==> src/rtl/csat_pkg.sv <==
// package: register map, field layout and timing codes of the card slot access timing block
package csat_pkg;
  // ********************************************************************
  // behaviour
  // ********************************************************************
  // Behaviour
  // [RULE_01] Strobe stays low for 3,6,9,12,15,18,22,26,30,33,36,38,52,60,64,80 cycles per code.
  // [RULE_02] After reset the access wait count field holds 1010.
  // [RULE_03] Mask bit 0 honours the external wait input, mask bit 1 ignores it entirely.
  // [RULE_04] The wait mask setting applies whatever access wait count is programmed.
  // [RULE_05] Bits 5 and 4 of the configuration register always read zero; software writes zero.
  // [RULE_06] After strobe negation the address is held for hold code plus a half cycle; the code holds it for hold code plus one cycle.
  // [RULE_07] Strobe follows the address by delay code plus a half cycle; codes above 7 are barred. The code uses delay code plus one cycle.
  // [RULE_08] Two attribute bits pick memory or I/O access for each half of the area.
  // [RULE_09] With wait honoured, wait is sampled after the wait cycles and extends the strobe.

  // ********************************************************************
  // register map
  // ********************************************************************
  localparam logic [11:0] CFG_ADDR = 12'h000;
  localparam logic [11:0] STAT_ADDR = 12'h004;
  localparam logic [31:0] CFG_RESET = 32'h0000_0500;
  localparam logic [31:0] CFG_WMASK = 32'h0030_7fcf;
  localparam int UPPER_ATTR_BIT = 21;
  localparam int LOWER_ATTR_BIT = 20;
  localparam int DELAY_LSB = 11;
  localparam int WAIT_LSB = 7;
  localparam int MASK_BIT = 6;
  localparam int HOLD_LSB = 0;
  localparam int FIELD_W = 4;
  localparam int STAT_BUSY_BIT = 0;
  localparam int STAT_EXTW_BIT = 1;
  localparam logic [3:0] WAIT_RESET_CODE = 4'ha;
  localparam logic [3:0] DELAY_MAX = 4'h7;
  localparam logic [1:0] RESP_OKAY = 2'h0;
  localparam logic [1:0] RESP_SLVERR = 2'h2;

  // ********************************************************************
  // types
  // ********************************************************************
  typedef struct packed {
    logic upper_half_space_attr;
    logic lower_half_space_attr;
    logic [3:0] addr_strobe_delay;
    logic [3:0] access_wait_count;
    logic ext_wait_mask;
    logic [3:0] strobe_addr_hold;
  } csat_cfg_t;

  typedef enum logic [2:0] {CSAT_IDLE, CSAT_SETUP, CSAT_STROBE, CSAT_EXTW, CSAT_HOLD} csat_state_t;

  // ********************************************************************
  // functions
  // ********************************************************************
  function automatic csat_cfg_t cfg_fields(input logic [31:0] r);
    csat_cfg_t c;
    c.upper_half_space_attr = r[UPPER_ATTR_BIT];
    c.lower_half_space_attr = r[LOWER_ATTR_BIT];
    c.addr_strobe_delay = r[DELAY_LSB +: FIELD_W];
    c.access_wait_count = r[WAIT_LSB +: FIELD_W];
    c.ext_wait_mask = r[MASK_BIT];
    c.strobe_addr_hold = r[HOLD_LSB +: FIELD_W];
    return c;
  endfunction

  function automatic logic [6:0] wait_cycles(input logic [3:0] code);
    logic [6:0] n;
    n = 7'h03;
    unique case (code)
      4'h0: n = 7'h03;
      4'h1: n = 7'h06;
      4'h2: n = 7'h09;
      4'h3: n = 7'h0c;
      4'h4: n = 7'h0f;
      4'h5: n = 7'h12;
      4'h6: n = 7'h16;
      4'h7: n = 7'h1a;
      4'h8: n = 7'h1e;
      4'h9: n = 7'h21;
      4'ha: n = 7'h24;
      4'hb: n = 7'h26;
      4'hc: n = 7'h34;
      4'hd: n = 7'h3c;
      4'he: n = 7'h40;
      4'hf: n = 7'h50;
    endcase
    return n;
  endfunction

  function automatic logic [3:0] delay_code(input logic [3:0] code);
    return (code > DELAY_MAX) ? DELAY_MAX : code;
  endfunction
endpackage

==> src/rtl/csat_top.sv <==
// module: card slot access timing engine with its axi4-lite register slave
//
// Local design decisions: the AXI4-Lite register port and the register offsets.
`timescale 1ns/10ps
module csat_top
#(
  parameter int ADDR_W = 26
)
(
  // clock, reset, enable
  input wire logic CLOCK,
  input wire logic RST,
  input wire logic CLK_EN,
  // axi4-lite write address and data
  input wire logic S_AXI_AWVALID,
  output logic S_AXI_AWREADY,
  input wire logic [11:0] S_AXI_AWADDR,
  input wire logic [2:0] S_AXI_AWPROT,
  input wire logic S_AXI_WVALID,
  output logic S_AXI_WREADY,
  input wire logic [31:0] S_AXI_WDATA,
  input wire logic [3:0] S_AXI_WSTRB,
  // axi4-lite write response
  output logic S_AXI_BVALID,
  input wire logic S_AXI_BREADY,
  output logic [1:0] S_AXI_BRESP,
  // axi4-lite read
  input wire logic S_AXI_ARVALID,
  output logic S_AXI_ARREADY,
  input wire logic [11:0] S_AXI_ARADDR,
  input wire logic [2:0] S_AXI_ARPROT,
  output logic S_AXI_RVALID,
  input wire logic S_AXI_RREADY,
  output logic [31:0] S_AXI_RDATA,
  output logic [1:0] S_AXI_RRESP,
  // access requests
  input wire logic ACC_REQ,
  input wire logic ACC_WRITE,
  input wire logic [ADDR_W-1:0] ACC_ADDR,
  output logic ACC_BUSY,
  output logic ACC_DONE,
  // card side
  output logic [ADDR_W-1:0] CARD_ADDR,
  output logic CARD_ADDR_OE,
  output logic CARD_RD_N,
  output logic CARD_WE_N,
  output logic CARD_IO_SEL,
  input wire logic CARD_WAIT_N
);

  // ********************************************************************
  // parameter check
  // ********************************************************************
  if (ADDR_W < 2 || ADDR_W > 32)
  begin : g_bad_addr_w
    $error("ADDR_W must be 2 to 32");
  end

  // ********************************************************************
  // register slave
  // ********************************************************************
  logic [31:0] cfg_r, cfg_nxt;
  logic aw_full_r, aw_full_nxt, w_full_r, w_full_nxt;
  logic [11:0] aw_addr_r, aw_addr_nxt;
  logic [31:0] w_data_r, w_data_nxt;
  logic [3:0] w_strb_r, w_strb_nxt;
  logic bvalid_r, bvalid_nxt, awready_r, awready_nxt, wready_r, wready_nxt;
  logic [1:0] bresp_r, bresp_nxt, rresp_r, rresp_nxt;
  logic arready_r, arready_nxt, rvalid_r, rvalid_nxt;
  logic [31:0] rdata_r, rdata_nxt;
  logic busy_r, extw_r;

  always_comb
  begin
    logic [31:0] merged;
    merged = cfg_r;
    cfg_nxt = cfg_r;
    aw_full_nxt = aw_full_r;
    aw_addr_nxt = aw_addr_r;
    w_full_nxt = w_full_r;
    w_data_nxt = w_data_r;
    w_strb_nxt = w_strb_r;
    bvalid_nxt = bvalid_r;
    bresp_nxt = bresp_r;
    arready_nxt = arready_r;
    rvalid_nxt = rvalid_r;
    rdata_nxt = rdata_r;
    rresp_nxt = rresp_r;
    if (S_AXI_AWVALID && awready_r)
    begin
      aw_full_nxt = 1'b1;
      aw_addr_nxt = S_AXI_AWADDR;
    end
    if (S_AXI_WVALID && wready_r)
    begin
      w_full_nxt = 1'b1;
      w_data_nxt = S_AXI_WDATA;
      w_strb_nxt = S_AXI_WSTRB;
    end
    if (bvalid_r && S_AXI_BREADY)
      bvalid_nxt = 1'b0;
    if (aw_full_r && w_full_r && !bvalid_r)
    begin
      aw_full_nxt = 1'b0;
      w_full_nxt = 1'b0;
      bvalid_nxt = 1'b1;
      bresp_nxt = csat_pkg::RESP_SLVERR;
      if (aw_addr_r[11:2] == csat_pkg::CFG_ADDR[11:2])
      begin
        for (int b = 0; b < 4; b++)
          if (w_strb_r[b])
            merged[8*b +: 8] = w_data_r[8*b +: 8];
        cfg_nxt = merged & csat_pkg::CFG_WMASK; // [RULE_05]
        bresp_nxt = csat_pkg::RESP_OKAY;
      end
      else if (aw_addr_r[11:2] == csat_pkg::STAT_ADDR[11:2])
        bresp_nxt = csat_pkg::RESP_OKAY;
    end
    awready_nxt = !aw_full_nxt && !bvalid_nxt;
    wready_nxt = !w_full_nxt && !bvalid_nxt;
    if (rvalid_r && S_AXI_RREADY)
    begin
      rvalid_nxt = 1'b0;
      arready_nxt = 1'b1;
    end
    if (S_AXI_ARVALID && arready_r)
    begin
      arready_nxt = 1'b0;
      rvalid_nxt = 1'b1;
      rdata_nxt = 32'h0000_0000;
      rresp_nxt = csat_pkg::RESP_OKAY;
      if (S_AXI_ARADDR[11:2] == csat_pkg::CFG_ADDR[11:2])
        rdata_nxt = cfg_r & csat_pkg::CFG_WMASK; // [RULE_05]
      else if (S_AXI_ARADDR[11:2] == csat_pkg::STAT_ADDR[11:2])
      begin
        rdata_nxt[csat_pkg::STAT_BUSY_BIT] = busy_r;
        rdata_nxt[csat_pkg::STAT_EXTW_BIT] = extw_r;
      end
      else
        rresp_nxt = csat_pkg::RESP_SLVERR;
    end
  end

  always_ff @(posedge CLOCK or posedge RST)
  begin
    if (RST)
    begin
      cfg_r <= csat_pkg::CFG_RESET; // [RULE_02]
      aw_full_r <= 1'b0;
      aw_addr_r <= 12'h000;
      w_full_r <= 1'b0;
      w_data_r <= 32'h0000_0000;
      w_strb_r <= 4'h0;
      bvalid_r <= 1'b0;
      bresp_r <= 2'h0;
      awready_r <= 1'b1;
      wready_r <= 1'b1;
      arready_r <= 1'b1;
      rvalid_r <= 1'b0;
      rdata_r <= 32'h0000_0000;
      rresp_r <= 2'h0;
    end
    else if (CLK_EN)
    begin
      cfg_r <= cfg_nxt;
      aw_full_r <= aw_full_nxt;
      aw_addr_r <= aw_addr_nxt;
      w_full_r <= w_full_nxt;
      w_data_r <= w_data_nxt;
      w_strb_r <= w_strb_nxt;
      bvalid_r <= bvalid_nxt;
      bresp_r <= bresp_nxt;
      awready_r <= awready_nxt;
      wready_r <= wready_nxt;
      arready_r <= arready_nxt;
      rvalid_r <= rvalid_nxt;
      rdata_r <= rdata_nxt;
      rresp_r <= rresp_nxt;
    end
  end

  // ********************************************************************
  // access sequencer
  // ********************************************************************
  csat_pkg::csat_cfg_t cfg, lat_r, lat_nxt;
  csat_pkg::csat_state_t st_r, st_nxt;
  logic [6:0] cnt_r, cnt_nxt;
  logic [ADDR_W-1:0] addr_r, addr_nxt;
  logic oe_r, oe_nxt, rd_n_r, rd_n_nxt, we_n_r, we_n_nxt, io_r, io_nxt;
  logic wr_r, wr_nxt, busy_nxt, done_r, done_nxt, extw_nxt;

  assign cfg = csat_pkg::cfg_fields(cfg_r);

  always_comb
  begin
    st_nxt = st_r;
    cnt_nxt = cnt_r;
    lat_nxt = lat_r;
    addr_nxt = addr_r;
    oe_nxt = oe_r;
    rd_n_nxt = rd_n_r;
    we_n_nxt = we_n_r;
    io_nxt = io_r;
    wr_nxt = wr_r;
    done_nxt = 1'b0;
    extw_nxt = 1'b0;
    unique case (st_r)
      csat_pkg::CSAT_IDLE:
        if (ACC_REQ)
        begin
          lat_nxt = cfg;
          addr_nxt = ACC_ADDR;
          wr_nxt = ACC_WRITE;
          oe_nxt = 1'b1;
          io_nxt = ACC_ADDR[ADDR_W-1] ? cfg.upper_half_space_attr
                                      : cfg.lower_half_space_attr; // [RULE_08]
          cnt_nxt = {3'h0, csat_pkg::delay_code(cfg.addr_strobe_delay)}; // [RULE_07]
          st_nxt = csat_pkg::CSAT_SETUP;
        end
      csat_pkg::CSAT_SETUP:
        if (cnt_r == 7'h00)
        begin
          rd_n_nxt = wr_r;
          we_n_nxt = !wr_r;
          cnt_nxt = csat_pkg::wait_cycles(lat_r.access_wait_count) - 7'h01; // [RULE_01]
          st_nxt = csat_pkg::CSAT_STROBE;
        end
        else
          cnt_nxt = cnt_r - 7'h01;
      csat_pkg::CSAT_STROBE:
        if (cnt_r != 7'h00)
          cnt_nxt = cnt_r - 7'h01;
        else if (!lat_r.ext_wait_mask && !CARD_WAIT_N) // [RULE_03] [RULE_04] [RULE_09]
        begin
          extw_nxt = 1'b1;
          st_nxt = csat_pkg::CSAT_EXTW;
        end
        else
        begin
          rd_n_nxt = 1'b1;
          we_n_nxt = 1'b1;
          cnt_nxt = {3'h0, lat_r.strobe_addr_hold}; // [RULE_06]
          st_nxt = csat_pkg::CSAT_HOLD;
        end
      csat_pkg::CSAT_EXTW:
        if (!CARD_WAIT_N) // [RULE_09]
          extw_nxt = 1'b1;
        else
        begin
          rd_n_nxt = 1'b1;
          we_n_nxt = 1'b1;
          cnt_nxt = {3'h0, lat_r.strobe_addr_hold}; // [RULE_06]
          st_nxt = csat_pkg::CSAT_HOLD;
        end
      csat_pkg::CSAT_HOLD:
        if (cnt_r == 7'h00)
        begin
          oe_nxt = 1'b0;
          done_nxt = 1'b1;
          st_nxt = csat_pkg::CSAT_IDLE;
        end
        else
          cnt_nxt = cnt_r - 7'h01;
      default:
        st_nxt = csat_pkg::CSAT_IDLE;
    endcase
    busy_nxt = (st_nxt != csat_pkg::CSAT_IDLE);
  end

  always_ff @(posedge CLOCK or posedge RST)
  begin
    if (RST)
    begin
      st_r <= csat_pkg::CSAT_IDLE;
      cnt_r <= 7'h00;
      lat_r <= '0;
      addr_r <= '0;
      oe_r <= 1'b0;
      rd_n_r <= 1'b1;
      we_n_r <= 1'b1;
      io_r <= 1'b0;
      wr_r <= 1'b0;
      busy_r <= 1'b0;
      done_r <= 1'b0;
      extw_r <= 1'b0;
    end
    else if (CLK_EN)
    begin
      st_r <= st_nxt;
      cnt_r <= cnt_nxt;
      lat_r <= lat_nxt;
      addr_r <= addr_nxt;
      oe_r <= oe_nxt;
      rd_n_r <= rd_n_nxt;
      we_n_r <= we_n_nxt;
      io_r <= io_nxt;
      wr_r <= wr_nxt;
      busy_r <= busy_nxt;
      done_r <= done_nxt;
      extw_r <= extw_nxt;
    end
  end

  // ********************************************************************
  // outputs
  // ********************************************************************
  assign S_AXI_AWREADY = awready_r;
  assign S_AXI_WREADY = wready_r;
  assign S_AXI_BVALID = bvalid_r;
  assign S_AXI_BRESP = bresp_r;
  assign S_AXI_ARREADY = arready_r;
  assign S_AXI_RVALID = rvalid_r;
  assign S_AXI_RDATA = rdata_r;
  assign S_AXI_RRESP = rresp_r;
  assign ACC_BUSY = busy_r;
  assign ACC_DONE = done_r;
  assign CARD_ADDR = addr_r;
  assign CARD_ADDR_OE = oe_r;
  assign CARD_RD_N = rd_n_r;
  assign CARD_WE_N = we_n_r;
  assign CARD_IO_SEL = io_r;

  // ********************************************************************
  // checks
  // ********************************************************************
  logic [7:0] ph_cnt_r;
  logic strb;
  assign strb = !rd_n_r || !we_n_r;

  always_ff @(posedge CLOCK or posedge RST)
  begin
    if (RST)
      ph_cnt_r <= 8'h00;
    else if (CLK_EN)
      ph_cnt_r <= (st_nxt != st_r) ? 8'h01 : ph_cnt_r + 8'h01;
  end
endmodule // csat_top

==> config.mk <==
export PLATFORM = sky130hd
export DESIGN_NAME = csat_top
export DESIGN_NICKNAME = d
export VERILOG_FILES = /design/src/rtl/csat_pkg.sv /design/src/rtl/csat_top.sv
export SDC_FILE = /design/constraint.sdc
export NUM_CORES = 1
export LEC_CHECK = 0
export ABC_AREA = 1
export BUFFER_PORTS_ARGS = -buffer_cell sky130_fd_sc_hd__buf_2
export CAP_MARGIN = 10
export CORE_MARGIN = 2
export CORE_UTILIZATION = 55
export CTS_BUF_LIST = sky130_fd_sc_hd__clkbuf_16
export CTS_CLUSTER_DIAMETER = 200
export DETAILED_ROUTE_END_ITERATION = 10
export GPL_TIMING_DRIVEN = 0
export PLACE_DENSITY = 0.93
export REMOVE_ABC_BUFFERS = 1
export SKIP_CTS_REPAIR_TIMING = 1
export SLEW_MARGIN = 40
export SYNTH_ARGS = -nofsm -noshare
export SYNTH_HDL_FRONTEND = slang
export SYNTH_SLANG_ARGS = --single-unit
==> constraint.sdc <==
create_clock -name CLOCK -period 10.6 [get_ports CLOCK]
set_clock_uncertainty 0.1 [all_clocks]
set_input_delay 2.12 -clock CLOCK [delete_from_list [all_inputs] [get_ports CLOCK]]
set_output_delay 2.12 -clock CLOCK [all_outputs]
set_load 0.1 [all_outputs]
* After elaboration in Yosys (flattened, before gate mapping) *
Memory sizes are Yosys's and may differ from the RTL's.
Index checks and enable logic that the tools add are counted.
W data, S select, Z words.

word-level totals
  bits in registers = 148
  ROM bits = 112
  input port bits = 103
  output and inout bits = 73
  word-level logic and storage cells = 138
  memories = 1

cells by class
  add/sub/neg operators = 2
  $lt $le $gt $ge = 1
  equality and inequality tests = 14
  muxes and demuxes = 51
  reductions and logical operators = 39

memories
  name              depth  width  rd ports  clocked after memory_dff  wr ports  RTL line        text
  (name not given)  16     7      1         0                         0         csat_pkg.sv:69  unique case (code)

operator list
  cell                   count
  $mux W7                8
  $pmux W7 S5            1
  $mux W1                23
  $eq A10 B1 Y1 const B  2
  $logic_not A10 Y1      2
  $mux W20               1
  $mux W3                6
  $reduce_and A4 Y1      4
  $pmux W3 S5            1
  $ne A2 B2 Y1 const B   7
  $sub A7 B1 Y7 const B  2
  $mux W2                6
  $reduce_and A6 Y1      2
  $logic_and A1 B1 Y1    10
  $reduce_and A2 Y1      5
  $logic_not A1 Y1       7
  $logic_not A7 Y1       1
  $reduce_bool A7 Y1     1
  $eq A3 B2 Y1 const B   2
  $pmux W1 S3            2
  $reduce_bool A3 Y1     2
  $reduce_bool A5 Y1     1
  $gt A4 B3 Y1 const B   1
  $mux W4                1
  other kinds (7)        9

* Logic depth before layout (Yosys ltp) *
Gate-level depths: netlist of run 1.

  depth after elaboration = 6
  depth in mapped cells = 13
  mapped depth without buffers = 13

* Worst setup path after synthesis of run 1 *
No wires, ideal clock.

  path kind = input to register
  start point = input port S_AXI_ARADDR[11]
  end point = register rresp_r[1] (netlist: S_AXI_RRESP[1])
  setup time = 0.120 ns
  data arrival time = 3.011 ns
  data required time = 10.380 ns
  slack = 7.369 ns
  stages on the path = 6
  buffers on the path = 1
  path through = or2_2 > nor3_2 > nand3_1 > clkbuf_2 > nand3_1 > nand2_1

on the way
  word-level cells in the longest chain between the ends = 3
  elaborated cells between the ends (all ways) = 4
  classes of those cells = eq/ne: 1; mux: 2; reduce/logical: 1

RTL lines
  item                  RTL line         text
  from (decl)           csat_top.sv:30   input wire logic [11:0] S_AXI_ARADDR,
  $eq A10 B1 Y1         csat_top.sv:134  else if (S_AXI_ARADDR[11:2] == csat_pkg::STAT_ADDR[11:2])
  $mux W2               csat_top.sv:134
  $mux W2 (*)           csat_top.sv:132  if (S_AXI_ARADDR[11:2] == csat_pkg::CFG_ADDR[11:2])
  to (signal assigned)  csat_top.sv:178  rresp_r <= rresp_nxt;
  to (decl)             csat_top.sv:68   logic [1:0] bresp_r, bresp_nxt, rresp_r, rresp_nxt;

Every way passes the cells marked *; elsewhere a longest branch is shown, timed or not.
A chain may end at the register's enable or synchronous reset.

* Final worst setup path of run 1 *
  start point = input port CLK_EN
  end point = register lat_r[2] (netlist bit)

on the way
  word-level cells in the longest chain between the ends = 1

RTL lines
  item                                RTL line         text
  from (decl)                         csat_top.sv:13   input wire logic CLK_EN,
  $reduce_and A3 Y1 (no source line)  n/a
  to (signal assigned)                csat_top.sv:291  lat_r <= lat_nxt;
  to (decl)                           csat_top.sv:185  csat_pkg::csat_cfg_t cfg, lat_r, lat_nxt;

No other way between the ends.

==> results.toml, run 1 <==
[status]
status = "finished clean"

[drt]
via_per_inst = 5.08
vias = 4848
dr.pass1.iters = 7
wirelength_um = 12900
ant_nets = 0
wl_per_cell_um = 13.5
drt-initial-drc-count = 387
drc_errors = 0

[sta]
max_slew_margin = 0.554
hold_viol_final = 0
setup_ws_ns = 6.89
period_share = 0.350
worst_pin_slew_ns = 0.668
fmax_mhz = 269
fin_crit_ns = 3.71
rsz0062_at_grt = "no"
slew_violations = 0
setup_violations = 0
final.setup.tns_ns = 0

[run]
drv_cap = 0

[synthesis]
yosysWarnings = 0
synth_top_area_cell = "dfrtp_1"
ys_seq_area_frac = 0.537
postSynthCellCount = 680
synth_cell_types = 36
synth_area_um2 = 5610
ys_top_cells_by_area = "dfrtp_1, nand2_1, o21ai_0"
synth_edf_count = 0
postSynth.asyncResetShare = 1.00
ys.flop_type = "dfrtp_1"
syn_area_per_cell_um2 = 8.25
yosysTopAreaCellShare = 0.504
ys_ff_latch = 120

[finish]
fillers = 742
area.growth.synth_to_final_pct = 23.8
drive_gt1_frac = 0.245
final_nets = 917
register_area_um2 = 3010
multi_input_area_um2 = 2170
antenna_cells = 0

[setup_path]
required_ns = 10.75
end_kind = "flip-flop"
rrSetupSlack_ns = 8.47
timing.rr.start = "st_r[0]$_DFFE_PP0P_"
worstReg2RegEnd = "lat_r[2]$_DFFE_PP0P_"
worstRegToRegCells = 6
path_max_fanout = 39
cp-start-kind = "input pin"
cp_data_arrival_time_ns = 3.87
crit_type = "in2reg"

[floorplanning]
die_area_um2 = 11000
io_pins = 176
die_y_um = 105
die_x_um = 105
start_util = 0.571
rows = 36
core_um2 = 9820

[power]
power_density_nw_per_um2 = 343
peakVddDrop_mv = 0.183
power.leakage_uw = 0.00363

[clock_tree]
clk_latency_ns = 0.41
cts_buffers = 17
clockRootBuffer = "clkbuf_16"
cts.clk_slew.worst_paths_ns = 0.06
cts_tree = "yes"
clockBufferDepth = 2
clock-sinks = 120
h-tree-depth = 4

[placed_design]
gp_congestion = 0.870
hpwlAfterDp_um = 8820
portBuffers = 128
dp_slack_ns = 6.12

[hold_path]
hold_depth = 2
hp-class = "reg2reg"
min_to = "CARD_ADDR[18]$_DFFE_PP0P_"
hold_start = "CARD_ADDR[18]$_DFFE_PP0P_"

[global_route]
grt.total_usage = 0.245
antenna_found_initial = 0
grt-ovfl-total = 0
grt_max_degree = 69
grt_pass1_vias = 4716
grt_pass1_wl_um = 21400
==> cells in the final DEF, fill, tap and decap left out, drive strengths merged <==
master    synthesis  layout
or2               2       2
o22ai             2       2
a21oi             5       5
clkinvlp          0       2
inv              68      72
nand2           267     267
nor2             37      37
dfstp             7       7
conb              1      19
o31ai             1       1
xor2              4       4
dfrtp           113     113
o21ai            85      85
clkbuf            5      17
o21a              1       1
clkinv            0       4
o211ai            2       2
bufinv            0       5
buf              33     130
nor3              9       9
nand4             4       4
nand3            26      26
ha                5       5
a32o              2       2
o21bai            1       1
==> cell usage after synthesis, types with 4 or more instances <==
library cell	n
dfrtp_1	113
ha_1	5
nand2_1	263
o21ai_1	13
nand3_1	23
inv_1	60
nor2_2	5
dfstp_2	7
inv_2	8
xor2_1	4
buf_4	20
a21oi_1	4
clkbuf_1	4
nor2_1	28
nor2_4	4
buf_2	11
nand4_1	4
o21ai_0	71
nor3_1	5
==> per-layer routing <==
layer	GRT usage	vias up	wire length, µm
li1	-	2360	-
met1	0.291	2261	5390
met2	0.416	182	6460
met3	0.0580	45	637
met4	0.125	0	430
met5	0	-	0
==> cells by family (layout without fill, tap and decap cells) <==
group	count (synthesis)	in the layout	share of synthesized area
and+or+nand+nor	345	345	0.260
DFF	120	120	0.537
buffers and inverters	106	230	0.0897
AOI/OAI and AO/OA	99	99	0.0955
adders and majority gates	5	5	0.0112
xor gates and xnor gates	4	4	0.00625
other	1	19	0.000669
==> per-stage QoR <==
step | hold WS (ns) | util | instance area [µm²] | cells | total power, µW
after floorplan | 0.343 | - | 5430 | 660 | 1560
after global placement | 0.349 | 0.635 | 6240 | 921 | 1720
after detailed placement | 0.354 | 0.639 | 6280 | 922 | 1750
after CTS | 0.367 | 0.705 | 6930 | 954 | 2390
after global routing | 0.389 | 0.707 | 6940 | 955 | 2500
final | 0.364 | 0.707 | 6940 | 955 | 2380
==> worst max-delay path by stage <==
stage                start                       end  slack [ns]  cells past startpoint
floorplan              RST      ACC_BUSY$_DFFE_PP0P_        5.21                      1
global route        CLK_EN      lat_r[2]$_DFFE_PP0P_        6.74                      6
global placement       RST  w_data_r[13]$_DFFE_PP0P_        4.02                      2
detailed placement  CLK_EN      lat_r[1]$_DFFE_PP0P_        6.12                      6
finish              CLK_EN      lat_r[2]$_DFFE_PP0P_        6.89                      6
CTS                 CLK_EN      lat_r[2]$_DFFE_PP0P_        6.51                      6
==> power breakdown <==
group	internal [µW]	switching, µW
sequential	612	83.3
clock	418	211
combinational	199	861
total	1230	1160
==> sequential cells by signal, summed over array words and instances, names as in the netlist, 3 cells and up <==
register and count:
CARD_ADDR 26, S_AXI_RDATA 15, aw_addr_r 10, cfg_r 15, cnt_r 7, lat_r 9, st_r 3, w_data_r 15
w_strb_r 3
==> area by class of cell <==
cell class | count | share of cell area
sequential | 120 | 0.434
multi-input combinational | 472 | 0.312
timing repair buffer | 130 | 0.0984
clock buffer | 17 | 0.0613
inverter | 68 | 0.0378
clock inverter | 15 | 0.0324
tap | 133 | 0.0240
==> worst max-delay path, stage by stage <==
cell and delay [ns]:
buf_2 0.23, inv_1 0.29, nor2_4 0.50, inv_2 0.42, nand2_1 0.18, o21ai_0 0.11
Power figures use the tool's default switching activity.
==> run 2, diff against run 1 <==
--- a/config.mk
+++ b/config.mk
@@ -5,16 +5,16 @@
 export SDC_FILE = /design/constraint.sdc
 export NUM_CORES = 1
 export LEC_CHECK = 0
-export ABC_AREA = 1
+export ABC_AREA = 0
 export BUFFER_PORTS_ARGS = -buffer_cell sky130_fd_sc_hd__buf_2
 export CAP_MARGIN = 10
 export CORE_MARGIN = 2
-export CORE_UTILIZATION = 55
+export CORE_UTILIZATION = 46
 export CTS_BUF_LIST = sky130_fd_sc_hd__clkbuf_16
 export CTS_CLUSTER_DIAMETER = 200
 export DETAILED_ROUTE_END_ITERATION = 10
 export GPL_TIMING_DRIVEN = 0
-export PLACE_DENSITY = 0.93
+export PLACE_DENSITY = 0.84
 export REMOVE_ABC_BUFFERS = 1
 export SKIP_CTS_REPAIR_TIMING = 1
 export SLEW_MARGIN = 40
==> constraint.sdc (replaced) <==
create_clock -name CLOCK -period 3.3 [get_ports CLOCK]
set_clock_uncertainty 0.1 [all_clocks]
set_input_delay 0.66 -clock CLOCK [delete_from_list [all_inputs] [get_ports CLOCK]]
set_output_delay 0.66 -clock CLOCK [all_outputs]
set_load 0.1 [all_outputs]
==> results.toml, run 2 <==
[sta]
fmax_mhz = 383
worst_pin_slew_ns = 0.799
setup_violations = 0
slew_violations = 0
period_share = 0.791
setup_ws_ns = 0.689
max_slew_margin = 0.466
final.setup.tns_ns = 0
fin_crit_ns = 2.61
hold_viol_final = 0
rsz0062_at_grt = "no"

[synthesis]
synth_commonest_cells = "dfrtp_1, mux2_2, nand2_1, buf_4"
synth_most_common_cell = "dfrtp_1"
synth_area_um2 = 5670
ys_seq_area_frac = 0.532
yosysWarnings = 0
synth_cell_types = 62
synth_edf_count = 0
synth_top_area_cell = "dfrtp_1"
ys.flop_type = "dfrtp_1"
syn_area_per_cell_um2 = 11.9
yosysTopAreaCellShare = 0.499
postSynth.asyncResetShare = 1.00
ys_ff_latch = 120
postSynthCellCount = 478
ys_top_cells_by_area = "dfrtp_1, mux2_2, dfstp_2"

[power]
power.leakage_uw = 0.00333
power_density_nw_per_um2 = 1100
peakVddDrop_mv = 1.18

[setup_path]
required_ns = 3.56
worstRegToRegCells = 5
end_kind = "flip-flop"
cp_data_arrival_time_ns = 2.87
timing.rr.start = "st_r[2]$_DFFE_PP0P_"
path_max_fanout = 18
worstReg2RegEnd = "cnt_r[6]$_DFFE_PP0P_"
cp-start-kind = "flip-flop"
rrSetupSlack_ns = 0.69
crit_end = "cnt_r[6]$_DFFE_PP0P_"
crit_start = "st_r[2]$_DFFE_PP0P_"
crit_type = "reg2reg"

[finish]
layout_common_cells = "buf_2, dfrtp_1, mux2_2"
final_nets = 707
antenna_cells = 0
area.growth.synth_to_final_pct = 23.2
final_common_cell = "buf_2"
drive_gt1_frac = 0.428
instances_no_fill = 759
largest_reg_flops = 26
final_area_um2 = 6980

[clock_tree]
h-tree-depth = 4
cts_buffers = 17
clock-sinks = 120
cts.clk_slew.worst_paths_ns = 0.06
clockBufferDepth = 2
clockRootBuffer = "clkbuf_16"
cts_tree = "yes"
clk_latency_ns = 0.42

[run]
drv_cap = 0

[floorplanning]
die_y_um = 115
start_util = 0.472
rows = 40
die_area_um2 = 13200
io_pins = 176
core_um2 = 12000
die_x_um = 115

[global_route]
grt-ovfl-total = 0
grt_pass1_vias = 4458
grt_pass1_wl_um = 22600
grt_max_degree = 67
antenna_found_initial = 0
grt.total_usage = 0.221

[placed_design]
gp_congestion = 0.906
placedInstanceArea_um2 = 6360
hpwlAfterDp_um = 9120
portBuffers = 128
placed_cells = 727
dp_slack_ns = 0.673

[drt]
dr.pass1.iters = 5
drc_errors = 0
ant_nets = 0
wirelength_um = 14000
wl_per_cell_um = 18.5
vias = 4328
drt-initial-drc-count = 409
via_per_inst = 5.70

[hold_path]
hp-class = "in2async"

[status]
status = "finished clean"
-- run 2: changes by cell type after synthesis, moves of 8 or more --
cell	previous run	this run
nand2_1	263	27
mux2_2	0	80
o21ai_0	71	17
inv_1	60	18
a22o_1	0	18
a21oi_1	4	18
clkbuf_1	4	18
nand3_1	23	12
o21ai_1	13	2
nor2_1	28	18
inv_2	8	0
-- run 2: per-stage QoR --
stage | utilization | hold slack, ns | power, µW
after floorplan | - | 0.350 | 5040
after global placement | 0.525 | 0.362 | 5590
after detailed placement | 0.530 | 0.374 | 5690
after CTS | 0.581 | 0.157 | 7700
after global routing | 0.581 | 0.181 | 7990
final | 0.581 | 0.150 | 7700
-- run 2: logic make-up (layout without fill, tap and decap cells) --
kind of cell    count (synthesis)  count (layout)  synth area share
flops                         120             120             0.532
simple gates                   99              99            0.0945
compound gates                 97              97             0.125
mux                            85              85             0.169
buf+inv                        63             179            0.0565
xor+xnor                        8               8            0.0124
fa+ha+maj                       5               5            0.0110
other cells                     1              19          0.000662
-- run 2: final cells by class --
| cell class | instances | area [µm²] |
|---|---|---|
| clock inverters | 15 | 193 |
| repair buffers | 129 | 668 |
| flip-flops and latches | 120 | 3010 |
| well taps | 147 | 184 |
| fillers | 893 | 5030 |
| clock buffers | 17 | 425 |
| inverters | 18 | 75.1 |
| multi-input cells | 313 | 2420 |
-- run 2: worst max-delay path, cell delays in order (launching register included) --
cell	delay, ns
dfrtp_1	0.73
inv_1	0.35
nor3_1	0.64
o21ai_0	0.21
a21oi_1	0.29
a32o_1	0.22
-- run 2: power breakdown --
group | total, µW | internal [µW] | switching, µW
registers | 2360 | 1950 | 409
clock network | 1950 | 1210 | 748
logic | 3390 | 900 | 2490
-- run 2: worst min-delay path by stage --
stage	startpoint	end	slack, ns
3_3_place_gp	CARD_RD_N$_DFFE_PP1P_	CARD_RD_N$_DFFE_PP1P_	0.36
5_1_grt	RST	CARD_ADDR[16]$_DFFE_PP0P_	0.18
2_1_floorplan	extw_r$_DFFE_PP0P_	extw_r$_DFFE_PP0P_	0.35
3_5_place_dp	S_AXI_RDATA[0]$_DFFE_PP0P_	S_AXI_RDATA[0]$_DFFE_PP0P_	0.37
4_1_cts	RST	CARD_ADDR[6]$_DFFE_PP0P_	0.16
6_report	RST	CARD_ADDR[6]$_DFFE_PP0P_	0.15
-- run 2: metal layers --
layer,global-route usage,vias up,share of wire
met5,0,-,0
met4,0.0771,0,0.016
met3,0.0717,26,0.079
met2,0.378,212,0.51
met1,0.263,2146,0.39
li1,-,1944,-
==> run 3, diff against run 2 <==
--- a/config.mk
+++ b/config.mk
@@ -9,12 +9,12 @@
 export BUFFER_PORTS_ARGS = -buffer_cell sky130_fd_sc_hd__buf_2
 export CAP_MARGIN = 10
 export CORE_MARGIN = 2
-export CORE_UTILIZATION = 46
+export CORE_UTILIZATION = 51
 export CTS_BUF_LIST = sky130_fd_sc_hd__clkbuf_16
 export CTS_CLUSTER_DIAMETER = 200
 export DETAILED_ROUTE_END_ITERATION = 10
 export GPL_TIMING_DRIVEN = 0
-export PLACE_DENSITY = 0.84
+export PLACE_DENSITY = 0.88
 export REMOVE_ABC_BUFFERS = 1
 export SKIP_CTS_REPAIR_TIMING = 1
 export SLEW_MARGIN = 40
==> constraint.sdc (replaced) <==
create_clock -name CLOCK -period 2.6 [get_ports CLOCK]
set_clock_uncertainty 0.1 [all_clocks]
set_input_delay 0.52 -clock CLOCK [delete_from_list [all_inputs] [get_ports CLOCK]]
set_output_delay 0.52 -clock CLOCK [all_outputs]
set_load 0.1 [all_outputs]
==> results.toml, run 3 (same netlist as run 2, synthesis figures left out) <==
[drt]
wl_met3_um = 876
via_per_inst = 5.56
ant_nets = 0
wl_met1_um = 5350
drt-initial-drc-count = 223
drc_errors = 0
wirelength_um = 12900
vias = 4189
wl_met2_um = 6510
wl_per_cell_um = 17.2
top_layer = "met4"
dr.pass1.iters = 4

[placed_design]
hpwlAfterDp_um = 9050
portBuffers = 128
gp_congestion = 0.885

[setup_path]
worstReg2RegEnd = "cnt_r[3]$_DFFE_PP0P_"
crit_start = "cnt_r[0]$_DFFE_PP0P_"
timing.rr.start = "cnt_r[0]$_DFFE_PP0P_"
end_kind = "flip-flop"
worstRegToRegCells = 8
path_max_fanout = 6
cp_data_arrival_time_ns = 2.72
rrSetupSlack_ns = 0.14
crit_type = "reg2reg"
required_ns = 2.86
cp-start-kind = "flip-flop"

[sta]
fin_crit_ns = 2.46
rsz0062_at_grt = "no"
setup_violations = 0
max_slew_margin = 0.480
fmax_mhz = 407
period_share = 0.946
hold_viol_final = 1
hold_ws_ns = -0.00103
slew_violations = 0
final.setup.tns_ns = 0
worst_pin_slew_ns = 0.778

[finish]
largest_reg_flops = 26
antenna_cells = 0
final_common_cell = "buf_2"
layout_common_cells = "buf_2, dfrtp_1, mux2_2"
multi_input_area_um2 = 2440
register_area_um2 = 3010
drive_gt1_frac = 0.436
final_nets = 709
fillers = 827
area.growth.synth_to_final_pct = 24.3

[clock_tree]
cts.clk_slew.worst_paths_ns = 0.06
clk_latency_ns = 0.42
h-tree-depth = 4
clockBufferDepth = 2
cts_buffers = 17
clockRootBuffer = "clkbuf_16"
cts_tree = "yes"
clock-sinks = 120

[global_route]
grt_pass1_wl_um = 21100
antenna_found_initial = 0
grt_pass1_vias = 4284
grt-ovfl-total = 0
grt.total_usage = 0.234
grt_max_degree = 72

[power]
peakVddDrop_mv = 1.45
power_density_nw_per_um2 = 1400
power.leakage_uw = 0.00336

[floorplanning]
rows = 38
die_area_um2 = 12000
die_y_um = 109
io_pins = 176
core_um2 = 10800
die_x_um = 109
start_util = 0.523

[status]
status = "finished, violations left"
violations = "hold timing"

[hold_path]
hp-class = "in2async"

[run]
drv_cap = 0
## run 3: changes by cell type in the layout (fill, tap and decap cells not counted), moves of 2 or more
cell,previous run,this run
clkinv_4,2,4
buf_4,0,2
inv_6,4,1
inv_8,3,1
bufinv_16,3,5
## run 3: through the flow
stage / instance area [µm²] / util / std cells / setup slack, ns / total power (µW)
finish: 7040 / 0.650 / 754 / 0.141 / 9840
global route: 7040 / 0.650 / 754 / 0.0339 / 10300
CTS: 7000 / 0.646 / 752 / -0.139 / 9830
detailed placement: 6350 / 0.586 / 720 / -0.107 / 7230
global placement: 6300 / 0.581 / 719 / -2.28 / 7110
floorplan: 5480 / - / 451 / -1.19 / 6400
## run 3: power by group
part | internal (µW) | switching, µW
Sequential | 2470 | 493
Clock | 1700 | 869
Combinational | 1170 | 3130
## run 3: critical path, stage by stage, from the launching register on
cell and delay (ns):
dfrtp_1 0.40, inv_1 0.07, ha_1 0.24, nor4b_4 0.22
buf_4 0.21, and3_2 0.30, o211ai_1 0.20, a2111oi_4 0.50
a2111o_1 0.15
## run 3: how the worst max path moves through the flow
stage	end
floorplan	ACC_BUSY$_DFFE_PP0P_
CTS	cnt_r[3]$_DFFE_PP0P_
finish	cnt_r[3]$_DFFE_PP0P_
detailed placement	cnt_r[3]$_DFFE_PP0P_
global route	cnt_r[3]$_DFFE_PP0P_
global placement	S_AXI_RDATA[11]$_DFFE_PP0P_
## run 3: layout make-up
type                    count  share of cell area
well taps                 140              0.0249
repair buffers            131              0.0970
multi-input cells         313               0.347
clock buffers              17              0.0604
clock inverters            15              0.0322
flip-flops and latches    120               0.428
inverters                  18              0.0107
## run 3: metal layers
| metal | vias up | global-route usage |
|---|---|---|
| met2 | 172 | 0.396 |
| met3 | 16 | 0.0729 |
| met4 | 0 | 0.0841 |
| met1 | 2068 | 0.283 |
| li1 | 1933 | - |
| met5 | - | 0 |
